--- src/hdl/standby_pkg.sv ---
// shared constants for the standby controller, host end and link
package standby_pkg;
    // device register map
    localparam logic [15:0] SYS_CTRL_ADDR = 16'h0018;
    localparam logic [15:0] OUTCTL_ADDR  = 16'h001A;
    localparam int          REQ_BIT      = 0;
    localparam int          EN_BIT       = 3;
    localparam int          RETAIN_BIT   = 4;
    localparam int          SDRIVE_BIT   = 6;
    localparam int          STAT_BIT     = 14;
    localparam int          OE_PIN_BIT   = 8;
    localparam int          PAR_EN_BIT   = 9;
    localparam logic [15:0] SYS_CTRL_RESET = 16'h0000;
    localparam logic [15:0] OUTCTL_RESET = 16'h0000;
    // timing in reference clock cycles
    localparam int          ENTRY_EXTRA  = 40;
    localparam int          HOLD_EXTRA   = 120;
    localparam int          CLK_GUARD    = 10;
    localparam int          RESET_PULSE  = 100;
    localparam int          BOOT_CYCLES  = 6000;
    localparam int          FRAME_CYCLES = 1000;
    // controller register map
    localparam logic [7:0]  CTRL_ADDR    = 8'h00;
    localparam logic [7:0]  STAT_ADDR    = 8'h04;
    localparam int          C_HARD       = 0;
    localparam int          C_SOFT       = 1;
    localparam int          C_RETAIN     = 2;
    localparam int          C_SDRIVE     = 3;
    localparam int          C_OE_LOW     = 4;
    localparam int          C_PAR_EN     = 5;
    localparam int          C_OE_PIN     = 6;
    localparam logic [6:0]  CTRL_RESET   = 7'h00;
    localparam logic [1:0]  RESP_OKAY    = 2'h0;
    localparam logic [1:0]  RESP_SLVERR  = 2'h2;
endpackage : standby_pkg

--- src/hdl/standby_if.sv ---
// link between host end and standby device end
`timescale 1ns/1ps
`default_nettype none
interface standby_if;
    logic        standby;
    logic        reset_n;
    logic        ref_clk_run;
    logic        oe_pin_n;
    logic        req;
    logic        we;
    logic [15:0] addr;
    logic [15:0] wdata;
    logic [15:0] rdata;
    logic        ack;
    logic [7:0]  dout;
    logic        pixel_out_clock;
    logic        line_valid_out;
    logic        frame_valid_out;
    logic        par_oe;
    logic [3:0]  ser_lanes;
    logic        ser_oe;
    modport device (
        input  standby, reset_n, ref_clk_run, oe_pin_n, req, we, addr, wdata,
        output rdata, ack, dout, pixel_out_clock, line_valid_out, frame_valid_out, par_oe, ser_lanes, ser_oe
    );
    modport host (
        output standby, reset_n, ref_clk_run, oe_pin_n, req, we, addr, wdata,
        input  rdata, ack, dout, pixel_out_clock, line_valid_out, frame_valid_out, par_oe, ser_lanes, ser_oe
    );
endinterface : standby_if
`default_nettype wire

--- src/hdl/standby_host.sv ---
// host end: standby sequencer with AXI4-Lite control registers
`timescale 1ns/1ps
`default_nettype none
module standby_host #(
    parameter int FRAME_CYCLES = standby_pkg::FRAME_CYCLES,
    parameter int BOOT_CYCLES  = standby_pkg::BOOT_CYCLES
) (
    input  wire logic        aclk,
    input  wire logic        aresetn,
    input  wire logic [7:0]  awaddr,
    input  wire logic        awvalid,
    output logic             awready,
    input  wire logic [31:0] wdata,
    input  wire logic [3:0]  wstrb,
    input  wire logic        wvalid,
    output logic             wready,
    output logic [1:0]       bresp,
    output logic             bvalid,
    input  wire logic        bready,
    input  wire logic [7:0]  araddr,
    input  wire logic        arvalid,
    output logic             arready,
    output logic [31:0]      rdata,
    output logic [1:0]       rresp,
    output logic             rvalid,
    input  wire logic        rready,
    standby_if.host          link
);
    typedef enum logic [3:0] {
        H_IDLE, H_OUTWR, H_RETWR, H_HHOLD, H_HWAIT, H_HGUARD, H_RST, H_BOOT,
        H_SEN, H_SWR, H_SPOLL1, H_SHOLD, H_SWAIT, H_SCLR, H_SPOLL0
    } host_state_t;

    localparam logic [15:0] HOLD_LAST  = 16'(FRAME_CYCLES + standby_pkg::HOLD_EXTRA - 1);
    localparam logic [15:0] GUARD_LAST = 16'(standby_pkg::CLK_GUARD - 1);
    localparam logic [15:0] RST_LAST   = 16'(standby_pkg::RESET_PULSE - 1);
    localparam logic [15:0] BOOT_LAST  = 16'(BOOT_CYCLES - 1);

    if (FRAME_CYCLES < 16 || FRAME_CYCLES + standby_pkg::HOLD_EXTRA > 65535 ||
        BOOT_CYCLES < 1 || BOOT_CYCLES > 65535) begin : g_chk
        $error("cycle counts out of range");
    end

    host_state_t state_q;
    host_state_t state_d;
    logic [15:0] cnt_q;
    logic [6:0]  ctrl_q;
    logic        dirty_q;
    logic        seen_q;
    logic        aw_got_q;
    logic        w_got_q;
    logic [7:0]  awaddr_q;
    logic [31:0] wdata_q;
    logic [3:0]  wstrb_q;
    logic        bvalid_q;
    logic [1:0]  bresp_q;
    logic        rvalid_q;
    logic [31:0] rdata_q;
    logic [1:0]  rresp_q;
    logic        wr_do;
    logic        ack;
    logic        stat;
    logic [31:0] stat_rd;
    logic [15:0] wr_word;

    assign ack  = link.ack;
    assign stat = link.rdata[standby_pkg::STAT_BIT];
    assign wr_do = aw_got_q && w_got_q;

    // AXI write: address and data in either order, response after both
    assign awready = !aw_got_q && !bvalid_q;
    assign wready  = !w_got_q && !bvalid_q;
    always_ff @(posedge aclk) begin
        if (!aresetn) begin
            aw_got_q <= 1'b0;
            w_got_q  <= 1'b0;
            awaddr_q <= 8'h00;
            wdata_q  <= 32'h0000_0000;
            wstrb_q  <= 4'h0;
            bvalid_q <= 1'b0;
            bresp_q  <= standby_pkg::RESP_OKAY;
        end else begin
            if (awvalid && awready) begin
                aw_got_q <= 1'b1;
                awaddr_q <= {awaddr[7:2], 2'b00};
            end
            if (wvalid && wready) begin
                w_got_q <= 1'b1;
                wdata_q <= wdata;
                wstrb_q <= wstrb;
            end
            if (wr_do) begin
                aw_got_q <= 1'b0;
                w_got_q  <= 1'b0;
                bvalid_q <= 1'b1;
                bresp_q  <= (awaddr_q == standby_pkg::CTRL_ADDR || awaddr_q == standby_pkg::STAT_ADDR)
                            ? standby_pkg::RESP_OKAY : standby_pkg::RESP_SLVERR;
            end else if (bvalid_q && bready) begin
                bvalid_q <= 1'b0;
            end
        end
    end

    // control register; a new write beats the clear of the dirty flag
    always_ff @(posedge aclk) begin
        if (!aresetn) begin
            ctrl_q  <= standby_pkg::CTRL_RESET;
            dirty_q <= 1'b0;
        end else begin
            if (wr_do && awaddr_q == standby_pkg::CTRL_ADDR && wstrb_q[0]) begin
                ctrl_q  <= wdata_q[6:0];
                dirty_q <= 1'b1;
            end else if (state_q == H_BOOT && cnt_q == BOOT_LAST) begin
                dirty_q <= 1'b1;
            end else if (state_q == H_OUTWR && ack) begin
                dirty_q <= 1'b0;
            end
        end
    end

    // AXI read
    always_comb begin
        stat_rd = 32'h0000_0000;
        stat_rd[0] = state_q != H_IDLE;
        stat_rd[1] = state_q inside {H_HHOLD, H_HWAIT, H_HGUARD};
        stat_rd[2] = state_q inside {H_SHOLD, H_SWAIT};
        stat_rd[3] = state_q inside {H_RST, H_BOOT};
        stat_rd[4] = seen_q;
    end
    assign arready = !rvalid_q;
    always_ff @(posedge aclk) begin
        if (!aresetn) begin
            rvalid_q <= 1'b0;
            rdata_q  <= 32'h0000_0000;
            rresp_q  <= standby_pkg::RESP_OKAY;
        end else if (arvalid && arready) begin
            rvalid_q <= 1'b1;
            rresp_q  <= standby_pkg::RESP_OKAY;
            if ({araddr[7:2], 2'b00} == standby_pkg::CTRL_ADDR) begin
                rdata_q <= {25'h0, ctrl_q};
            end else if ({araddr[7:2], 2'b00} == standby_pkg::STAT_ADDR) begin
                rdata_q <= stat_rd;
            end else begin
                rdata_q <= 32'h0000_0000;
                rresp_q <= standby_pkg::RESP_SLVERR;
            end
        end else if (rvalid_q && rready) begin
            rvalid_q <= 1'b0;
        end
    end
    assign bvalid = bvalid_q;
    assign bresp  = bresp_q;
    assign rvalid = rvalid_q;
    assign rdata  = rdata_q;
    assign rresp  = rresp_q;

    // sequencer
    always_comb begin
        state_d = state_q;
        case (state_q)
            H_IDLE: begin
                if (dirty_q) begin
                    state_d = H_OUTWR;
                end else if (ctrl_q[standby_pkg::C_HARD]) begin
                    state_d = H_RETWR;
                end else if (ctrl_q[standby_pkg::C_SOFT]) begin
                    state_d = H_SEN;
                end
            end
            H_OUTWR:  if (ack) state_d = H_IDLE;
            H_RETWR:  if (ack) state_d = H_HHOLD;
            H_HHOLD:  if (cnt_q == HOLD_LAST) state_d = H_HWAIT;
            H_HWAIT:  if (!ctrl_q[standby_pkg::C_HARD]) state_d = H_HGUARD;
            H_HGUARD: begin
                if (cnt_q == GUARD_LAST) begin
                    state_d = ctrl_q[standby_pkg::C_RETAIN] ? H_IDLE : H_RST;
                end
            end
            H_RST:    if (cnt_q == RST_LAST) state_d = H_BOOT;
            H_BOOT:   if (cnt_q == BOOT_LAST) state_d = H_IDLE;
            H_SEN:    if (ack) state_d = H_SWR;
            H_SWR:    if (ack) state_d = H_SPOLL1;
            H_SPOLL1: if (ack && stat) state_d = H_SHOLD;
            H_SHOLD:  if (cnt_q == HOLD_LAST) state_d = H_SWAIT;
            H_SWAIT:  if (!ctrl_q[standby_pkg::C_SOFT]) state_d = H_SCLR;
            H_SCLR:   if (ack) state_d = H_SPOLL0;
            H_SPOLL0: if (ack && !stat) state_d = H_IDLE;
            default:  state_d = H_IDLE;
        endcase
    end

    always_ff @(posedge aclk) begin
        if (!aresetn) begin
            state_q <= H_IDLE;
        end else begin
            state_q <= state_d;
        end
    end

    always_ff @(posedge aclk) begin
        if (!aresetn || state_d != state_q) begin
            cnt_q <= 16'h0000;
        end else begin
            cnt_q <= cnt_q + 16'h0001;
        end
    end

    // last soft standby status read from the device
    always_ff @(posedge aclk) begin
        if (!aresetn) begin
            seen_q <= 1'b0;
        end else if (ack && state_q inside {H_SPOLL1, H_SPOLL0}) begin
            seen_q <= stat;
        end
    end

    // register write word per state
    always_comb begin
        wr_word = 16'h0000;
        case (state_q)
            H_OUTWR: begin
                wr_word[standby_pkg::OE_PIN_BIT] = ctrl_q[standby_pkg::C_OE_PIN];
                wr_word[standby_pkg::PAR_EN_BIT] = ctrl_q[standby_pkg::C_PAR_EN];
            end
            H_RETWR: wr_word[standby_pkg::RETAIN_BIT] = ctrl_q[standby_pkg::C_RETAIN];
            H_SEN, H_SWR, H_SCLR: begin
                wr_word[standby_pkg::EN_BIT]     = 1'b1;
                wr_word[standby_pkg::REQ_BIT]    = state_q == H_SWR;
                wr_word[standby_pkg::SDRIVE_BIT] = ctrl_q[standby_pkg::C_SDRIVE];
            end
            default: wr_word = 16'h0000;
        endcase
    end

    // link pins
    assign link.req   = state_q inside {H_OUTWR, H_RETWR, H_SEN, H_SWR, H_SPOLL1, H_SCLR, H_SPOLL0};
    assign link.we    = state_q inside {H_OUTWR, H_RETWR, H_SEN, H_SWR, H_SCLR};
    assign link.addr  = (state_q == H_OUTWR) ? standby_pkg::OUTCTL_ADDR : standby_pkg::SYS_CTRL_ADDR;
    assign link.wdata = wr_word;
    assign link.standby     = state_q inside {H_HHOLD, H_HWAIT, H_HGUARD};
    assign link.ref_clk_run = state_q != H_HWAIT;
    assign link.reset_n     = state_q != H_RST;
    assign link.oe_pin_n    = !ctrl_q[standby_pkg::C_OE_LOW];
endmodule : standby_host
`default_nettype wire

--- src/flat_wrapper.sv ---
// flat-port wrapper written by rule: the top's interface ports become plain ports
module standby_host_flat 
#(
    parameter int FRAME_CYCLES = standby_pkg::FRAME_CYCLES,
    parameter int BOOT_CYCLES  = standby_pkg::BOOT_CYCLES
)
  (aclk, aresetn, awaddr, awvalid, awready, wdata, wstrb, wvalid, wready, bresp, bvalid, bready, araddr, arvalid, arready, rdata, rresp, rvalid, rready, link_standby, link_reset_n, link_ref_clk_run, link_oe_pin_n, link_req, link_we, link_addr, link_wdata, link_rdata, link_ack, link_dout, link_pixel_out_clock, link_line_valid_out, link_frame_valid_out, link_par_oe, link_ser_lanes, link_ser_oe);
  standby_if link_i ();
  input  wire logic aclk;
  input  wire logic aresetn;
  input  wire logic [7:0] awaddr;
  input  wire logic awvalid;
  output logic awready;
  input  wire logic [31:0] wdata;
  input  wire logic [3:0] wstrb;
  input  wire logic wvalid;
  output logic wready;
  output logic [1:0] bresp;
  output logic bvalid;
  input  wire logic bready;
  input  wire logic [7:0] araddr;
  input  wire logic arvalid;
  output logic arready;
  output logic [31:0] rdata;
  output logic [1:0] rresp;
  output logic rvalid;
  input  wire logic rready;
  output wire logic [$bits(link_i.standby)-1:0] link_standby;
  output wire logic [$bits(link_i.reset_n)-1:0] link_reset_n;
  output wire logic [$bits(link_i.ref_clk_run)-1:0] link_ref_clk_run;
  output wire logic [$bits(link_i.oe_pin_n)-1:0] link_oe_pin_n;
  output wire logic [$bits(link_i.req)-1:0] link_req;
  output wire logic [$bits(link_i.we)-1:0] link_we;
  output wire logic [$bits(link_i.addr)-1:0] link_addr;
  output wire logic [$bits(link_i.wdata)-1:0] link_wdata;
  input wire logic [$bits(link_i.rdata)-1:0] link_rdata;
  input wire logic [$bits(link_i.ack)-1:0] link_ack;
  input wire logic [$bits(link_i.dout)-1:0] link_dout;
  input wire logic [$bits(link_i.pixel_out_clock)-1:0] link_pixel_out_clock;
  input wire logic [$bits(link_i.line_valid_out)-1:0] link_line_valid_out;
  input wire logic [$bits(link_i.frame_valid_out)-1:0] link_frame_valid_out;
  input wire logic [$bits(link_i.par_oe)-1:0] link_par_oe;
  input wire logic [$bits(link_i.ser_lanes)-1:0] link_ser_lanes;
  input wire logic [$bits(link_i.ser_oe)-1:0] link_ser_oe;
  assign link_standby = link_i.standby;
  assign link_reset_n = link_i.reset_n;
  assign link_ref_clk_run = link_i.ref_clk_run;
  assign link_oe_pin_n = link_i.oe_pin_n;
  assign link_req = link_i.req;
  assign link_we = link_i.we;
  assign link_addr = link_i.addr;
  assign link_wdata = link_i.wdata;
  assign link_i.rdata = link_rdata;
  assign link_i.ack = link_ack;
  assign link_i.dout = link_dout;
  assign link_i.pixel_out_clock = link_pixel_out_clock;
  assign link_i.line_valid_out = link_line_valid_out;
  assign link_i.frame_valid_out = link_frame_valid_out;
  assign link_i.par_oe = link_par_oe;
  assign link_i.ser_lanes = link_ser_lanes;
  assign link_i.ser_oe = link_ser_oe;
  standby_host #(.FRAME_CYCLES(FRAME_CYCLES), .BOOT_CYCLES(BOOT_CYCLES)) u_core (.aclk(aclk), .aresetn(aresetn), .awaddr(awaddr), .awvalid(awvalid), .awready(awready), .wdata(wdata), .wstrb(wstrb), .wvalid(wvalid), .wready(wready), .bresp(bresp), .bvalid(bvalid), .bready(bready), .araddr(araddr), .arvalid(arvalid), .arready(arready), .rdata(rdata), .rresp(rresp), .rvalid(rvalid), .rready(rready), .link(link_i));
endmodule
--- config.mk ---
export PLATFORM = sky130hd
export DESIGN_NAME = standby_host_flat
export DESIGN_NICKNAME = d
export VERILOG_FILES = /design/src/hdl/standby_pkg.sv /design/src/hdl/standby_if.sv /design/src/hdl/standby_host.sv /design/src/flat_wrapper.sv
export SDC_FILE = /design/constraint.sdc
export NUM_CORES = 1
export LEC_CHECK = 0
export BUFFER_PORTS_ARGS = -buffer_cell sky130_fd_sc_hd__buf_2
export CAP_MARGIN = 5
export CORE_UTILIZATION = 45
export DETAILED_ROUTE_END_ITERATION = 8
export PLACE_DENSITY = 0.83
export SETUP_SLACK_MARGIN = 0.2
export SLEW_MARGIN = 20
export SYNTH_ARGS = -nofsm -noshare
export SYNTH_HDL_FRONTEND = slang
export SYNTH_SLANG_ARGS = --single-unit
export TNS_END_PERCENT = 10
--- constraint.sdc ---
create_clock -name aclk -period 4.5 [get_ports aclk]
set_input_delay 0 -clock aclk [delete_from_list [all_inputs] [get_ports aclk]]
set_output_delay 0 -clock aclk [all_outputs]
set_load 0.02 [all_outputs]
* Word level (Yosys, flattened, before mapping)
Index checks and enable logic that the tools add are counted.
** Word-level totals
- Output and inout port bits :: 79
- Input bits :: 93
- Flip-flop bits (word level) :: 83
** Cells by class
- Eq/ne operators :: 23
- Add/sub/neg operators :: 1
- Reductions and logical operators :: 39
- Bitwise operators :: 1
- Muxes and demuxes :: 37
** Operators with widths (count)
- $mux 4 :: 17
- $pmux 4 s15 :: 1
- $mux 32 :: 1
- $eq 4x4->1 const B :: 7
- $add 16x1->16 const B :: 1
- $eq 16x11->1 const B :: 1
- $eq 16x13->1 const B :: 1
- $eq 16x4->1 const B :: 1
- $eq 16x7->1 const B :: 1
- $eq 4x3->1 const B :: 4
- $logic_and 1x1->1 :: 15
- $eq 6x1->1 const B :: 2
- $mux 1 :: 11
- $mux 2 :: 5
- $reduce_bool 2->1 :: 5
- $eq 4x2->1 const B :: 2
- $logic_not 8->1 :: 1
- $ne 4x3->1 const B :: 2
- $logic_not 1->1 :: 7
- $reduce_bool 7->1 :: 1
- $logic_not 6->1 :: 1
- $reduce_bool 3->1 :: 2
- $mux 5 :: 1
- $reduce_bool 5->1 :: 1
- 9 further kinds :: 10

* Longest topological paths before layout
- Depth after elaboration :: 6
- Mapped depth :: 9
- Mapped depth without buffers :: 8

* Worst setup path before layout
Ideal clock, no wire load.
- Kind :: reg-to-reg
- Start :: register u_core.cnt_q[11]
- End :: register u_core.cnt_q[9]
- Cell stages (with the launch flop) :: 8
- Setup time :: 115 ps
- Data arrival time :: 2170 ps
- Period minus slack after synthesis :: 2285 ps
- Setup slack :: 2215 ps
- Cell sequence :: dfxtp_1 or4_4 nor4_4 nor4_2 or4b_4 nand4_2 buf_6 nor2_2
** On the way
- Cells in the longest elaborated chain, start to end :: 5
- Elaborated cells on any way between the ends :: 12
- Classes of those cells :: eq/ne: 5; mux: 6; reduce/logical: 1
** Ends and longest elaborated chain
- start, declared :: line standby_host.sv:46 : logic [15:0] cnt_q;
- start signal, assigned :: line standby_host.sv:204 : cnt_q <= cnt_q + 16'h0001;
- $eq 16x11->1, or another cell as far along :: line standby_host.sv:172, standby_host.sv:184
- $mux 4 (on tied branches)
- $pmux 4 s15 * :: line standby_host.sv:160 : case (state_q)
- $ne 4x4->1 * :: line standby_host.sv:201 : if (!aresetn || state_d != state_q) begin
- $logic_or 1x1->1 * :: line standby_host.sv:201
Every way passes the cells marked *; elsewhere a longest branch is shown, timed or not.
A chain may end at the register's enable or synchronous reset.

* Worst setup path in the final report
- Start :: register u_core.state_q[2]
- End :: register u_core.cnt_q[6]
** On the way
- Cells in the longest elaborated chain, start to end :: 6
- Elaborated cells on any way between the ends :: 35
- Classes of those cells :: eq/ne: 15; mux: 18; reduce/logical: 2
** Ends and longest elaborated chain
- start, declared :: line standby_host.sv:44 : host_state_t state_q;
- start signal, assigned :: line standby_host.sv:196 : state_q <= state_d;
- $mux 4 :: line standby_host.sv:166 : end else if (ctrl_q[standby_pkg::C_SOFT]) begin
- $mux 4 :: line standby_host.sv:164 : end else if (ctrl_q[standby_pkg::C_HARD]) begin
- $mux 4 :: line standby_host.sv:162 : if (dirty_q) begin
- $pmux 4 s15 :: line standby_host.sv:160
- $ne 4x4->1 * :: line standby_host.sv:201
- $logic_or 1x1->1 * :: line standby_host.sv:201
Marked as above.

==> results.txt <==
outcome -> completed
die area -> 7560 um^2
WP buf/inv -> 1
Placed Instances -> 516
vias per inst -> 4.97
YS warnings -> 0
Final Slew Violations -> 0
worst clock skew -> 13.6 ps
post-synthesis instance area -> 3250 um^2
Yosys top cell by area -> dfxtp_1
drt first pass iters -> 4
Clock transition at path regs -> 100 ps
Critical Path Fanout Max -> 17
worst ir drop on vdd -> 172 uV
area occupied by multi-input gates -> 1810 um^2
crit share post-route -> 63.7%
critical path startpoint category -> flip-flop
worst-margin pin slew -> 776 ps
Hold Crit Class -> in2reg
# rows -> 30
crit-path max cell delay -> 670 ps
Post-Layout Cell Count -> 541
die span in y -> 86.9 um
core area -> 6870 um^2
GP Congestion -> 0.870
total power -> 952 uW
post-synth top area share -> 34.5%
initial antenna violation count -> 0
Antenna diodes -> 0
endpoints failing hold -> 0
first-pass GRT wire length -> 10600 um
number of global-route vias before repair -> 2354
Fmax -> 349 MHz
most frequent CP cell -> a2111oi_0
Yosys cell types -> 60
crit path DAT -> 3110 ps
Final Setup Violations -> 0
dominant cells by area after synthesis -> dfxtp_1, buf_4, nand2_1
P_leak -> 0.00154 uW
CTS tree -> done
top cell family by delay on the critical path -> compound AO/OA/AOI/OAI gates
RSZ-0062 raised after global routing -> false
H-tree lvl count -> 2
IO Count -> 172
clock buffer depth -> 2
critical path endpoint category -> flip-flop
Synth Flop Type -> dfxtp_1
Post-synth ARST share -> 0%
Area Growth Syn to Fin -> 11.9%
setup TNS -> 0 ps
Slew headroom -> 46.9%
Filler Cells Inserted -> 628
via count -> 2689
clock buffer count from CTS -> 5
Worst Setup Path Type -> reg2reg
Starting Density -> 47.2%
final worst slack -> 1640 ps
crit-path cells -> inv_2, a2111oi_0, a2111oi_0, o41ai_1, nand4_2, nor2_1
Sink Count -> 56
clk root buf -> clkbuf_8
Die W -> 86.9 um
Worst Path Required -> 4740 ps
Yosys reg bits -> 56
largest net degree at the start of global routing -> 41
Port Buf Inserts -> 55
storage element area -> 1120 um^2
routed len/inst -> 12.1 um
slowest CP cell -> dfxtp_1
total congestion overflow -> 0
pwr dens -> 262 nW/um^2
Post-synth EDFFs -> 0
post-CTS sizing -> 0
gr usage total -> 17.6%
worst-skew pair later-pin latency -> 320 ps
Gate Count Post-Synth -> 384
DRC viols -> 0
Starting DRT DRC Count -> 283
pre-CTS WS -> 1810 ps
Area after DPL -> 3370 um^2
layout cell share with drive strength beyond 1 -> 18.9%
max cap viols -> 0
syn_area_per_cell -> 8.45 um^2
design area -> 3630 um^2
final WL -> 6540 um
register area share after synthesis -> 34.5%
Final ANT Viol Nets -> 0
Final min period -> 2860 ps
hpwl dp -> 4850 um
# nets final -> 539
routing by layer:
metal	wire, um	part of all wire, %	global-route usage (%)
met1	2830	43	22.0
met2	3100	47	29.4
met3	516	7.9	4.64
met4	81	1.2	5.30
met5	0	0	0
placed cells by master, fill, tap and decap left out, drive strengths merged, types with 3 or more instances in the layout:
| cell type | instances |
|---|---|
| dfxtp | 56 |
| buf | 55 |
| conb | 52 |
| nand2 | 43 |
| nor2 | 32 |
| nor2b | 25 |
| dlygate4sd3 | 17 |
| mux2i | 16 |
| a21boi | 13 |
| xor2 | 11 |
| nand3 | 11 |
| inv | 11 |
| nor3 | 9 |
| nand4 | 8 |
| a21oi | 7 |
| and3 | 7 |
| nor4 | 7 |
| o21ai | 6 |
| and2 | 5 |
| clkbuf | 5 |
| o211a | 3 |
| a2111oi | 3 |
| xnor2 | 3 |
| or4 | 3 |
final cells by class:
cell class	instances	area share [%]
timing repair buffer	72	12.3
clock buffer	5	1.89
inverter	10	1.03
clock inverter	3	0.758
multi-input combinational	299	49.9
sequential	56	30.9
tap	96	3.31
state kept, by name, indices dropped and copies added (netlist names):
name             count
u_core.cnt_q        16
u_core.ctrl_q        7
u_core.rdata         7
u_core.wdata_q       7
u_core.awaddr_q      6
u_core.state_q       4
u_core.aw_got_q      1
u_core.bresp         1
u_core.bvalid        1
u_core.dirty_q       1
u_core.rresp         1
u_core.rvalid        1
u_core.seen_q        1
u_core.w_got_q       1
u_core.wstrb_q       1
worst reg2reg max path, cell delays in order, from the launching register on:
cell and delay (ps):
dfxtp_1 670, inv_2 120, a2111oi_0 440, a2111oi_0 190
o41ai_1 570, nand4_2 560, nor2_1 260
timing repair:
item                                   in CTS  in global routing
buffers inserted                            0                  0
hold buffers                               17                  0
endpoints found under the hold margin      16                  0
report_power, final:
part           internal (uW)  switching, uW
Clock                    115            176
Sequential               512           12.3
Combinational           46.8           89.5
final timing paths:
kind / cells past startpoint / start / endpoint / slack (ps)
worst max-delay path: 6 / u_core.state_q[2] / u_core.cnt_q[6] / 1640
worst min-delay path: 3 / link_rdata[14] / u_core.seen_q / 4
worst max register to register: 6 / u_core.state_q[2] / u_core.cnt_q[6] / 1640
worst min register to register: 2 / u_core.wdata_q[5] / u_core.wdata_q[5] / 480
synthesized netlist by cell type (all sizes together), types with 8 or more instances:
master and count:
dfxtp 56, buf 54, nand2 43, nor2 32, nor2b 25, mux2i 16
clkbuf 15, a21boi 13, nand3 11, xor2 11, inv 10, nor3 9
nand4 8
kinds of logic (layout without fill, tap and decap cells):
logic type               Yosys count  in the layout  share of synthesized area (%)
multiplexers                      17             17                           5.28
flip-flops                        56             56                           34.5
XOR/XNOR                          14             14                           3.78
other                              2             52                          0.231
AO/OA/AOI/OAI                     45             45                           10.3
adder cells (fa/ha/maj)            2              2                          0.771
AND/OR/NAND/NOR                  169            169                           29.6
buffers and inverters             79             90                           15.4
per-stage QoR:
step | hold WS (ps) | utilization (%)
2_1_floorplan | 138 | -
3_3_place_gp | 246 | 49.0
3_5_place_dp | 259 | 49.0
4_1_cts | 1.81 | 52.9
5_1_grt | 9.71 | 52.9
6_report | 4.20 | 52.9
No activity file was read; power rests on OpenSTA's default activity.
